$ cat config.mk
export PLATFORM = sky130hd
export DESIGN_NAME = tx_cell_insert
export DESIGN_NICKNAME = d
export VERILOG_FILES = /design/src/verilog/tx_cell_insert_pkg.sv /design/src/verilog/tx_cell_insert.sv
export VERILOG_INCLUDE_DIRS = /design/src /design/src/verilog
export SDC_FILE = /design/constraint.sdc
export NUM_CORES = 2
export LEC_CHECK = 0
export BUFFER_PORTS_ARGS = -buffer_cell sky130_fd_sc_hd__buf_2
export CORE_MARGIN = 1.5
export CORE_UTILIZATION = 30
export DETAILED_ROUTE_END_ITERATION = 6
export GPL_TIMING_DRIVEN = 0
export PLACE_DENSITY = 0.5
export SLEW_MARGIN = 15
export SYNTH_ARGS = -nofsm -noshare
export SYNTH_HDL_FRONTEND = slang
export SYNTH_SLANG_ARGS = --single-unit
$ cat constraint.sdc
create_clock -name clk -period 6.35 [get_ports clk]
set_input_delay 0.3175 -clock clk [delete_from_list [all_inputs] [get_ports clk]]
set_output_delay 0.3175 -clock clk [all_outputs]
set_load 0.01 [all_outputs]
$ cat src/verilog/tx_cell_insert_regs.svh
`ifndef TX_CELL_INSERT_REGS_SVH
`define TX_CELL_INSERT_REGS_SVH
// ==================================================
// register offsets (low byte of the page address)
`define OFS_INT_STATUS   8'h0B
`define OFS_INT_ENABLE   8'h0F
`define OFS_MEM_CONTROL  8'h13
`define OFS_INS_DATA3    8'h14
`define OFS_INS_DATA2    8'h15
`define OFS_INS_DATA1    8'h16
`define OFS_INS_DATA0    8'h17
`define OFS_CNT_BYTE3    2'h0
`define OFS_CNT_FIRST    4'h4
`define OFS_CNT_LAST     4'h7
`define OFS_CNT_SLOT     2'h3
// ==================================================
// field positions and reset values
`define BIT_WRITE_SOC    0
`define BIT_ROOM         1
`define BIT_INS_RESET_N  2
`define BIT_INS_INT      4
`define RST_MEM_CONTROL  8'h14
`define RST_INT_ENABLE   8'h10
// ==================================================
// sizes and counts
`define CELL_WORDS       5'h0E
`define LAST_WORD        5'h0D
`define MEM_ROOM_LIMIT   6'h12
`define CNT_SATURATE     32'h0FFFFFFF
`endif

$ cat src/verilog/tx_cell_insert_pkg.sv
package tx_cell_insert_pkg;
    // one word of a cell on its way to the transmit path
    typedef struct packed {
        logic        startOfCell;
        logic        endOfCell;
        logic [31:0] data;
    } cell_word_t;

    typedef enum logic [0:0] {
        SEND_IDLE = 1'b0,
        SEND_BUSY = 1'b1
    } send_state_t;
endpackage : tx_cell_insert_pkg

$ cat src/verilog/tx_cell_insert.sv
`timescale 1ns/100ps
`include "tx_cell_insert_regs.svh"
module tx_cell_insert
    import tx_cell_insert_pkg::*;
(
    input  wire logic       clk,
    input  wire logic       resetn,
    input  wire logic [7:0] addr,
    input  wire logic [7:0] wrData,
    input  wire logic       wrStb,
    input  wire logic       rdStb,
    output logic      [7:0] rdData,
    input  wire logic [3:0] filterHit,
    input  wire logic       txFifoEmpty,
    output cell_word_t      outWord,
    output logic            outValid,
    input  wire logic       outReady,
    output logic            intN
);
    // ==================================================
    // register decode
    logic       selCnt;
    logic [1:0] cntFilter;
    logic [1:0] cntByte;
    assign selCnt    = addr[7:4] >= `OFS_CNT_FIRST && addr[7:4] <= `OFS_CNT_LAST && addr[3:2] == `OFS_CNT_SLOT;
    assign cntFilter = addr[5:4];
    assign cntByte   = addr[1:0];

    // ==================================================
    // filtered cell counters, one per filter
    logic [31:0] cnt_q  [4];
    logic [31:0] snap_q [4];
    for (genvar f = 0; f < 4; f++) begin : g_filter
        logic [31:0] cnt_d;
        logic [31:0] snap_d;
        logic        rdMsb;
        assign rdMsb = rdStb && selCnt && cntFilter == f && cntByte == `OFS_CNT_BYTE3;
        // reading the MSB clears the count; a hit in the same cycle counts as one, so none is lost
        always_comb begin
            cnt_d  = cnt_q[f];
            snap_d = snap_q[f];
            if (rdMsb) begin
                snap_d = cnt_q[f];
                cnt_d  = {31'h0, filterHit[f]};
            end else if (filterHit[f] && cnt_q[f] != `CNT_SATURATE) begin
                cnt_d  = cnt_q[f] + 32'h1;
            end
        end
        always_ff @(posedge clk or negedge resetn) begin
            if (!resetn) begin
                cnt_q[f]  <= 32'h0;
                snap_q[f] <= 32'h0;
            end else begin
                cnt_q[f]  <= cnt_d;
                snap_q[f] <= snap_d;
            end
        end
    end

    // ==================================================
    // insertion memory and word assembly
    logic [31:0] mem [32];
    logic [4:0]  wrPtr_q, wrPtr_d, rdPtr_q, rdPtr_d, wrIdx_q, wrIdx_d, sendIdx_q, sendIdx_d;
    logic [23:0] asm_q, asm_d;
    logic [7:0]  memCtl_q, memCtl_d, intEn_q, intEn_d, intStat_q, intStat_d, rdData_q, rdData_d;
    logic        flushN, room, wordCommit, memWrite, push, pop, bufReady, cellSent;
    logic [5:0]  used;
    send_state_t state_q, state_d;

    assign flushN     = memCtl_q[`BIT_INS_RESET_N];
    assign used       = {1'b0, wrPtr_q - rdPtr_q};
    assign room       = used <= `MEM_ROOM_LIMIT;
    assign wordCommit = wrStb && addr == `OFS_INS_DATA0 && flushN;
    // a word outside a flagged cell is dropped, and a new cell needs room
    assign memWrite   = wordCommit && (wrIdx_q != 5'h0 || (memCtl_q[`BIT_WRITE_SOC] && room));
    assign push       = state_q == SEND_BUSY && bufReady;
    assign cellSent   = push && sendIdx_q == `LAST_WORD;

    // the write pointer advances a whole cell at a time, so partial cells are never visible to the sender
    always_comb begin
        wrPtr_d   = wrPtr_q;
        rdPtr_d   = rdPtr_q;
        wrIdx_d   = wrIdx_q;
        sendIdx_d = sendIdx_q;
        asm_d     = asm_q;
        state_d   = state_q;
        if (wrStb && addr == `OFS_INS_DATA3) asm_d[23:16] = wrData;
        if (wrStb && addr == `OFS_INS_DATA2) asm_d[15:8]  = wrData;
        if (wrStb && addr == `OFS_INS_DATA1) asm_d[7:0]   = wrData;
        if (memWrite) begin
            if (memCtl_q[`BIT_WRITE_SOC]) begin
                wrIdx_d = 5'h1;
            end else if (wrIdx_q == `LAST_WORD) begin
                wrIdx_d = 5'h0;
                wrPtr_d = wrPtr_q + `CELL_WORDS;
            end else begin
                wrIdx_d = wrIdx_q + 5'h1;
            end
        end
        case (state_q)
            SEND_IDLE: begin
                if (used != 6'h0 && txFifoEmpty) state_d = SEND_BUSY;
            end
            SEND_BUSY: begin
                if (push) begin
                    rdPtr_d   = rdPtr_q + 5'h1;
                    sendIdx_d = cellSent ? 5'h0 : sendIdx_q + 5'h1;
                    if (cellSent) state_d = SEND_IDLE;
                end
            end
            default: state_d = SEND_IDLE;
        endcase
        if (!flushN) begin
            wrPtr_d   = 5'h0;
            rdPtr_d   = 5'h0;
            wrIdx_d   = 5'h0;
            sendIdx_d = 5'h0;
            state_d   = SEND_IDLE;
        end
    end
    always_ff @(posedge clk or negedge resetn) begin
        if (!resetn) begin
            wrPtr_q   <= 5'h0;
            rdPtr_q   <= 5'h0;
            wrIdx_q   <= 5'h0;
            sendIdx_q <= 5'h0;
            asm_q     <= 24'h0;
            state_q   <= SEND_IDLE;
        end else begin
            wrPtr_q   <= wrPtr_d;
            rdPtr_q   <= rdPtr_d;
            wrIdx_q   <= wrIdx_d;
            sendIdx_q <= sendIdx_d;
            asm_q     <= asm_d;
            state_q   <= state_d;
        end
    end
    // storage has no reset; it is only read behind committed pointers
    always_ff @(posedge clk) begin
        if (memWrite) mem[memCtl_q[`BIT_WRITE_SOC] ? wrPtr_q : wrPtr_q + wrIdx_q] <= {asm_q, wrData};
    end

    // ==================================================
    // two-entry output buffer; a stall downstream freezes the sender
    cell_word_t ent0_q, ent0_d, ent1_q, ent1_d, inWord;
    logic       v0_q, v0_d, v1_q, v1_d;
    assign bufReady = !v1_q;
    assign pop      = v0_q && outReady;
    assign inWord   = '{startOfCell: sendIdx_q == 5'h0, endOfCell: sendIdx_q == `LAST_WORD, data: mem[rdPtr_q]};
    always_comb begin
        ent0_d = ent0_q;
        ent1_d = ent1_q;
        v0_d   = v0_q;
        v1_d   = v1_q;
        if (pop) begin
            ent0_d = ent1_q;
            v0_d   = v1_q;
            v1_d   = 1'b0;
        end
        if (push) begin
            if (!v0_d) begin
                ent0_d = inWord;
                v0_d   = 1'b1;
            end else begin
                ent1_d = inWord;
                v1_d   = 1'b1;
            end
        end
        if (!flushN) begin
            v0_d = 1'b0;
            v1_d = 1'b0;
        end
    end
    always_ff @(posedge clk or negedge resetn) begin
        if (!resetn) begin
            ent0_q <= '0;
            ent1_q <= '0;
            v0_q   <= 1'b0;
            v1_q   <= 1'b0;
        end else begin
            ent0_q <= ent0_d;
            ent1_q <= ent1_d;
            v0_q   <= v0_d;
            v1_q   <= v1_d;
        end
    end
    assign outWord  = ent0_q;
    assign outValid = v0_q;

    // ==================================================
    // control, interrupt and read-back registers
    logic intN_q, intN_d;
    always_comb begin
        memCtl_d  = memCtl_q;
        intEn_d   = intEn_q;
        intStat_d = intStat_q;
        rdData_d  = rdData_q;
        if (wrStb && addr == `OFS_MEM_CONTROL) memCtl_d = {3'h0, wrData[4:2], 1'b0, wrData[0]};
        if (wrStb && addr == `OFS_INT_ENABLE) intEn_d = {2'h0, wrData[5:0]};
        if (memWrite) memCtl_d[`BIT_WRITE_SOC] = 1'b0;               // flag consumed by this word
        if (rdStb) begin
            if (addr == `OFS_MEM_CONTROL) begin
                rdData_d = memCtl_q | {6'h0, room, 1'b0};
            end else if (addr == `OFS_INT_ENABLE) begin
                rdData_d = intEn_q;
            end else if (addr == `OFS_INT_STATUS) begin
                rdData_d  = intStat_q;
                intStat_d = 8'h0;
            end else if (selCnt) begin
                // the MSB comes live and is snapshotted; later bytes come from that snapshot
                case (cntByte)
                    2'h0:    rdData_d = cnt_q[cntFilter][31:24];
                    2'h1:    rdData_d = snap_q[cntFilter][23:16];
                    2'h2:    rdData_d = snap_q[cntFilter][15:8];
                    default: rdData_d = snap_q[cntFilter][7:0];
                endcase
            end else begin
                rdData_d = 8'h00;
            end
        end
        if (cellSent && intEn_q[`BIT_INS_INT]) intStat_d[`BIT_INS_INT] = 1'b1;
        intN_d = !(|(intStat_d & intEn_q));
    end
    always_ff @(posedge clk or negedge resetn) begin
        if (!resetn) begin
            memCtl_q  <= `RST_MEM_CONTROL;
            intEn_q   <= `RST_INT_ENABLE;
            intStat_q <= 8'h00;
            rdData_q  <= 8'h00;
            intN_q    <= 1'b1;
        end else begin
            memCtl_q  <= memCtl_d;
            intEn_q   <= intEn_d;
            intStat_q <= intStat_d;
            rdData_q  <= rdData_d;
            intN_q    <= intN_d;
        end
    end
    assign rdData = rdData_q;
    assign intN   = intN_q;
endmodule : tx_cell_insert

## Word-level counts from Yosys, hierarchy flattened

Memories as Yosys holds them, arrays and structs flattened.
Index checks and enable logic that the tools add are counted.

- Register bits after elaboration: 398
- Memory bits (writable): 1024
- Bits of input ports: 26
- Output and inout port bits: 44
- Logic and storage cells: 178
- Memories: 1

Memories:

| name | depth | width | read ports | clocked after Yosys merged registers in | write ports | RTL line | source |
|---|---|---|---|---|---|---|---|
| mem | 32 | 32 | 1 | 0 | 1 | tx_cell_insert.sv:62 | `logic [31:0] mem [32];` |

- $add $sub $neg: 10
- Magnitude comparators: 4
- Equal/unequal tests: 24
- Muxes and demuxes: 59
- Bitwise operators: 4
- Reductions and logical operators: 46

Operators with widths:

| operator | count |
|---|---|
| $mux 32 | 10 |
| $add 32x1->32 const B | 4 |
| $bmux 32 s2 | 2 |
| $ne 32x28->1 const B | 4 |
| $mux 34 | 3 |
| $mux 5 | 16 |
| $mux 8 | 8 |
| $mux 24 | 2 |
| $eq 8x5->1 const B | 5 |
| $logic_and 1x1->1 | 29 |
| $pmux 8 s3 | 1 |
| $eq 8x4->1 const B | 2 |
| $mux 1 | 16 |
| $add 5x1->5 const B | 3 |
| $eq 5x4->1 const B | 2 |
| $reduce_bool 2->1 | 5 |
| $and 8x6->8 | 1 |
| $eq 2x2->1 const B | 4 |
| $ne 2x1->1 const B | 4 |
| $reduce_or 8->1 | 1 |
| $reduce_bool 6->1 | 1 |
| $add 5x4->5 const B | 1 |
| $add 5x5->5 | 1 |
| $le 5x5->1 const B | 1 |
| other kinds (17) | 21 |

## Longest topological paths before layout

- Depth after elaboration: 9
- Gate-level depth with buffers: 11
- Gate-level depth less buffers: 9

## Worst setup path before layout

No wires, ideal clock.

- Path kind: register to register
- From: register rdPtr_q[2]
- To: memory mem[0][0] (enable)
- Library setup time: 0.461 ns
- Arrival time: 4.759 ns
- Data required time: 5.889 ns
- Slack: 1.130 ns
- Cell stages (with the launch flop): 12
- Buffers on the path: 3
- Period minus slack after synthesis: 5.220 ns
- Path through: dfrtp_1 > clkbuf_1 > clkbuf_1 > clkbuf_1 > inv_1 > ha_1 > a21oi_1 > a21boi_0 > o2111ai_1 > a31oi_1 > o21ai_1 > nor3_1

- Cells in the longest elaborated chain, start to end: 7

RTL lines:

| element | RTL line | source |
|---|---|---|
| start: declaration | tx_cell_insert.sv:63 | `logic [4:0] wrPtr_q, wrPtr_d, rdPtr_q, rdPtr_d, wrIdx_q, wrIdx_d, sendIdx_q, sendIdx_d;` |
| start signal: assignment | tx_cell_insert.sv:131 | `rdPtr_q <= rdPtr_d;` |
| $sub 5x5->5 | tx_cell_insert.sv:71 | `assign used = {1'b0, wrPtr_q - rdPtr_q};` |
| $le 5x5->1 (no source line) | -- |  |
| $logic_and 1x1->1 | tx_cell_insert.sv:75 | `` assign memWrite = wordCommit && (wrIdx_q != 5'h0 \|\| (memCtl_q[`BIT_WRITE_SOC] && room)); `` |
| $logic_or 1x1->1 | tx_cell_insert.sv:75 |  |
| $logic_and 1x1->1 | tx_cell_insert.sv:75 |  |
| $mux 1 (2 in a row) | tx_cell_insert.sv:140 | `` if (memWrite) mem[memCtl_q[`BIT_WRITE_SOC] ? wrPtr_q : wrPtr_q + wrIdx_q] <= {asm_q, wrData}; `` |
| end: declaration | tx_cell_insert.sv:62 |  |

Every way passes these cells.

## Worst setup path in the final report

- From: register rdPtr_q[2]
- To: memory mem[2][17] (enable)

The elaborated chain is that of the path after synthesis.

==> results_dict.tcl <==
set metrics [dict create \
    outcome "completed" \
    initial_core_util_pct 30.28 \
    final.min_clock_period_ns 5.812 \
    cts_setup_buffers 0 \
    path_class "reg -> reg" \
    drtIter0Drc 2631 \
    setup_violations 0 \
    portBuffers 66 \
    rows 158 \
    synth_top_cell_area_share_pct 54.59 \
    synthCells 3428 \
    maxSlewViolCount 0 \
    cp.buffers_inverters 9 \
    layout-drive-gt1-share_pct 20.29 \
    post_drt_wl_per_cell_um 24.68 \
    crit_chain "clkbuf_1, clkbuf_1, clkbuf_2, inv_1, ha_1, nand3b_1, a21boi_0, o2111ai_1, a31oi_1, nand2_1, nor3_2, buf_4, buf_4, buf_6, buf_6, buf_4" \
    async_flop_share_pct 26.17 \
    yosys.cell_types.count 72 \
    met2_usage_pct 26.06 \
    die_w_um 436.3 \
    gr-total-overflow 0 \
    clk_path_buf_depth 3 \
    cts_htree_levels 4 \
    instances_no_fill 6313 \
    synthesis.area_mm2 0.05633 \
    pin_count 70 \
    layout_common_cells "edfxtp_1, dfrtp_1, nand2_1, mux4_2, clkbuf_1" \
    final_common_cell "edfxtp_1" \
    top_usage_layer "met2" \
    cts_tree "yes" \
    rsz0062_at_grt "no" \
    dp_hpwl_um 107300 \
    ant_nets 0 \
    wl_um 155800 \
    die-height_um 436.3 \
    crit_slowest_cell "clkbuf_1" \
    grt_pass1_wl_um 226800 \
    cpPeakStageDelay_ns 0.72 \
    cts_buffers 154 \
    fin_ws_ns 0.5382 \
    grt_antenna_before_repair 4 \
    cp_max_fo 10 \
    critPathRequiredTime_ns 6.81 \
    yosys.area.top_type "edfxtp_1" \
    p_leak_nw 22.86 \
    syn_nets 3475 \
    vias_per_cell 4.993 \
    detail_route.first_pass.iterations 5 \
    endpoint_kind "register" \
    final_area_mm2 0.06580 \
    dieArea_mm2 0.1904 \
    grt_usage_pct 16.21 \
    clkSinkCount 1387 \
    grt_pass1_vias 31440 \
    setup_tns_ns 0 \
    synth_edf_count 1024 \
    grt_max_degree 99 \
    placed_area_mm2 0.06092 \
    maxCapViolCount 0 \
    synth_seq_cells 1387 \
    worstPathArrival_ns 6.27 \
    critPathLaunchType "register" \
    critical_path.most_common_cell "buf_4" \
    place_congestion 0.8216 \
    placed_cells 6024 \
    avgSynthCellArea_um2 16.43 \
    min_path_type "in -> async" \
    grt_use_met3_pct 2.372 \
    relSlewSlack_pct 19.01 \
    yosysSeqAreaShare_pct 70.73 \
    skew_ns 0.05070 \
    cts-root-buf "clkbuf_16" \
    area_growth_pct 16.82 \
    drcViolationCount 0 \
    period_share_pct 91.52 \
    insertion_delay_ns 0.78 \
    clk_pin_slew_ns 0.06 \
    nFillCells 17620 \
    ir_drop_mv 0.2504 \
    crit_family "buffers and inverters" \
    num_vias 31520 \
    met1_usage_pct 22.84 \
    finalHoldViolations 0 \
    tightest_slew_ns 1.209 \
    design.core.area_mm2 0.1860 \
    synth.area.top_cells "edfxtp_1, dfrtp_1, mux4_2" \
    synth-main-ff-cell "edfxtp_1" \
    pre_cts_ws_ns 0.1554 \
    powerDensity_mw_per_mm2 286.6 \
    max_clock_freq_mhz 172.1 \
    synth_warnings 0 \
    nNetsFinal 3753 \
]
==> Yosys cell counts, types with 4 or more instances <==
| master | instances |
|---|---|
| edfxtp_1 | 1024 |
| dfrtp_1 | 359 |
| nand2_1 | 334 |
| mux4_2 | 228 |
| nor2_1 | 168 |
| mux2i_1 | 141 |
| clkbuf_1 | 137 |
| mux2_2 | 115 |
| o21ai_0 | 98 |
| nand3_1 | 71 |
| a21oi_1 | 70 |
| xor2_1 | 62 |
| a22oi_1 | 57 |
| xnor2_1 | 46 |
| nand4_1 | 43 |
| nor3_1 | 38 |
| or3_1 | 37 |
| inv_1 | 33 |
| o22ai_1 | 32 |
| buf_2 | 30 |
| a211oi_1 | 27 |
| o221ai_1 | 26 |
| and3_1 | 25 |
| a22o_1 | 24 |
| ha_1 | 20 |
| and2_1 | 16 |
| nor4_1 | 15 |
| o211ai_1 | 11 |
| a21boi_0 | 9 |
| a221oi_1 | 8 |
| nand2b_1 | 8 |
| a2111oi_0 | 7 |
| a41o_1 | 7 |
| and4_1 | 7 |
| buf_1 | 7 |
| o22a_1 | 7 |
| a21o_1 | 6 |
| nor2b_1 | 6 |
| or4_1 | 6 |
| a31oi_1 | 5 |
| nand4b_1 | 5 |
| a221o_1 | 4 |
| dfstp_2 | 4 |
| or2_2 | 4 |
==> final timing paths <==
| check | slack [ns] | to | start | cells past startpoint |
|---|---|---|---|---|
| hold / removal | 0.08 | asm_q[16]$_DFFE_PN0P_ | resetn | 2 |
| setup reg to reg | 0.54 | mem[2][17]$_DFFE_PP_ | rdPtr_q[2]$_DFFE_PN0P_ | 16 |
| min in group clk | 0.13 | cnt_q[0]$_DFFE_PN0P_ | filterHit[3] | 4 |
| max in group asynchronous | 4.97 | asm_q[5]$_DFFE_PN0P_ | resetn | 4 |
| hold reg to reg | 0.47 | snap_q[52]$_DFFE_PN0P_ | snap_q[52]$_DFFE_PN0P_ | 2 |
| setup / recovery | 0.54 | mem[2][17]$_DFFE_PP_ | rdPtr_q[2]$_DFFE_PN0P_ | 16 |
==> logic make-up after synthesis <==
kind of cell / share of synthesized area (%)
mux: 13.92
xor+xnor: 1.679
compound gates: 4.996
simple gates: 6.733
flops: 70.73
fa+ha+maj: 0.4798
buf+inv: 1.466
==> routing by layer <==
| layer | wire length, um | part of all wire, % | vias up |
|---|---|---|---|
| met5 | 13 | 0.0083 | - |
| met4 | 3629 | 2.3 | 2 |
| met3 | 6964 | 4.5 | 190 |
| met2 | 74330 | 48 | 751 |
| met1 | 70880 | 45 | 16630 |
| li1 | - | - | 13950 |
==> state kept, by name (all words and copies together) (netlist names), 4 cells and up <==
name / cells
asm_q: 24
cnt_q: 128
ent1_q: 34
intEn_q: 6
intStat_q: 6
mem: 1024
memCtl_q: 4
outWord: 34
rdData: 8
rdPtr_q: 5
sendIdx_q: 5
snap_q: 96
wrIdx_q: 5
wrPtr_q: 4
==> final cells by class <==
class / instances / area [um^2] / area share [%]
clock buffer: 215 / 4255 / 6.467
antenna: 3 / 7.507 / 0.01141
tap: 2480 / 3103 / 4.716
buffer: 175 / 703.2 / 1.069
inverter: 33 / 123.9 / 0.1882
clock inverter: 65 / 540.5 / 0.8214
multi-input combinational: 1833 / 15910 / 24.17
sequential: 1387 / 39860 / 60.57
timing repair buffer: 122 / 1309 / 1.989
==> timing repair <==
action / 4_1_cts / 5_1_grt
hold buffers: 6 / 0
resized for setup: 0 / 3
endpoints found under the hold margin: 191 / 0
setup endpoints to repair: 0 / 6
==> metrics by stage <==
step           util, %  hold slack (ns)  power [mW]
3_5_place_dp     32.75           0.3011       10.55
5_1_grt          35.37          0.08678       19.47
3_3_place_gp     32.13           0.4537       10.53
2_1_floorplan        -          0.02191       10.31
6_report         35.37          0.08315       18.86
4_1_cts          35.36          0.06012       19.05
==> report_power, final <==
group	leakage, nW	internal (mW)	switching, mW
combinational	6.16	0.119	0.218
sequential	14.4	9.84	0.195
clock	2.33	4.82	3.67
Power figures use the tool's default switching activity.
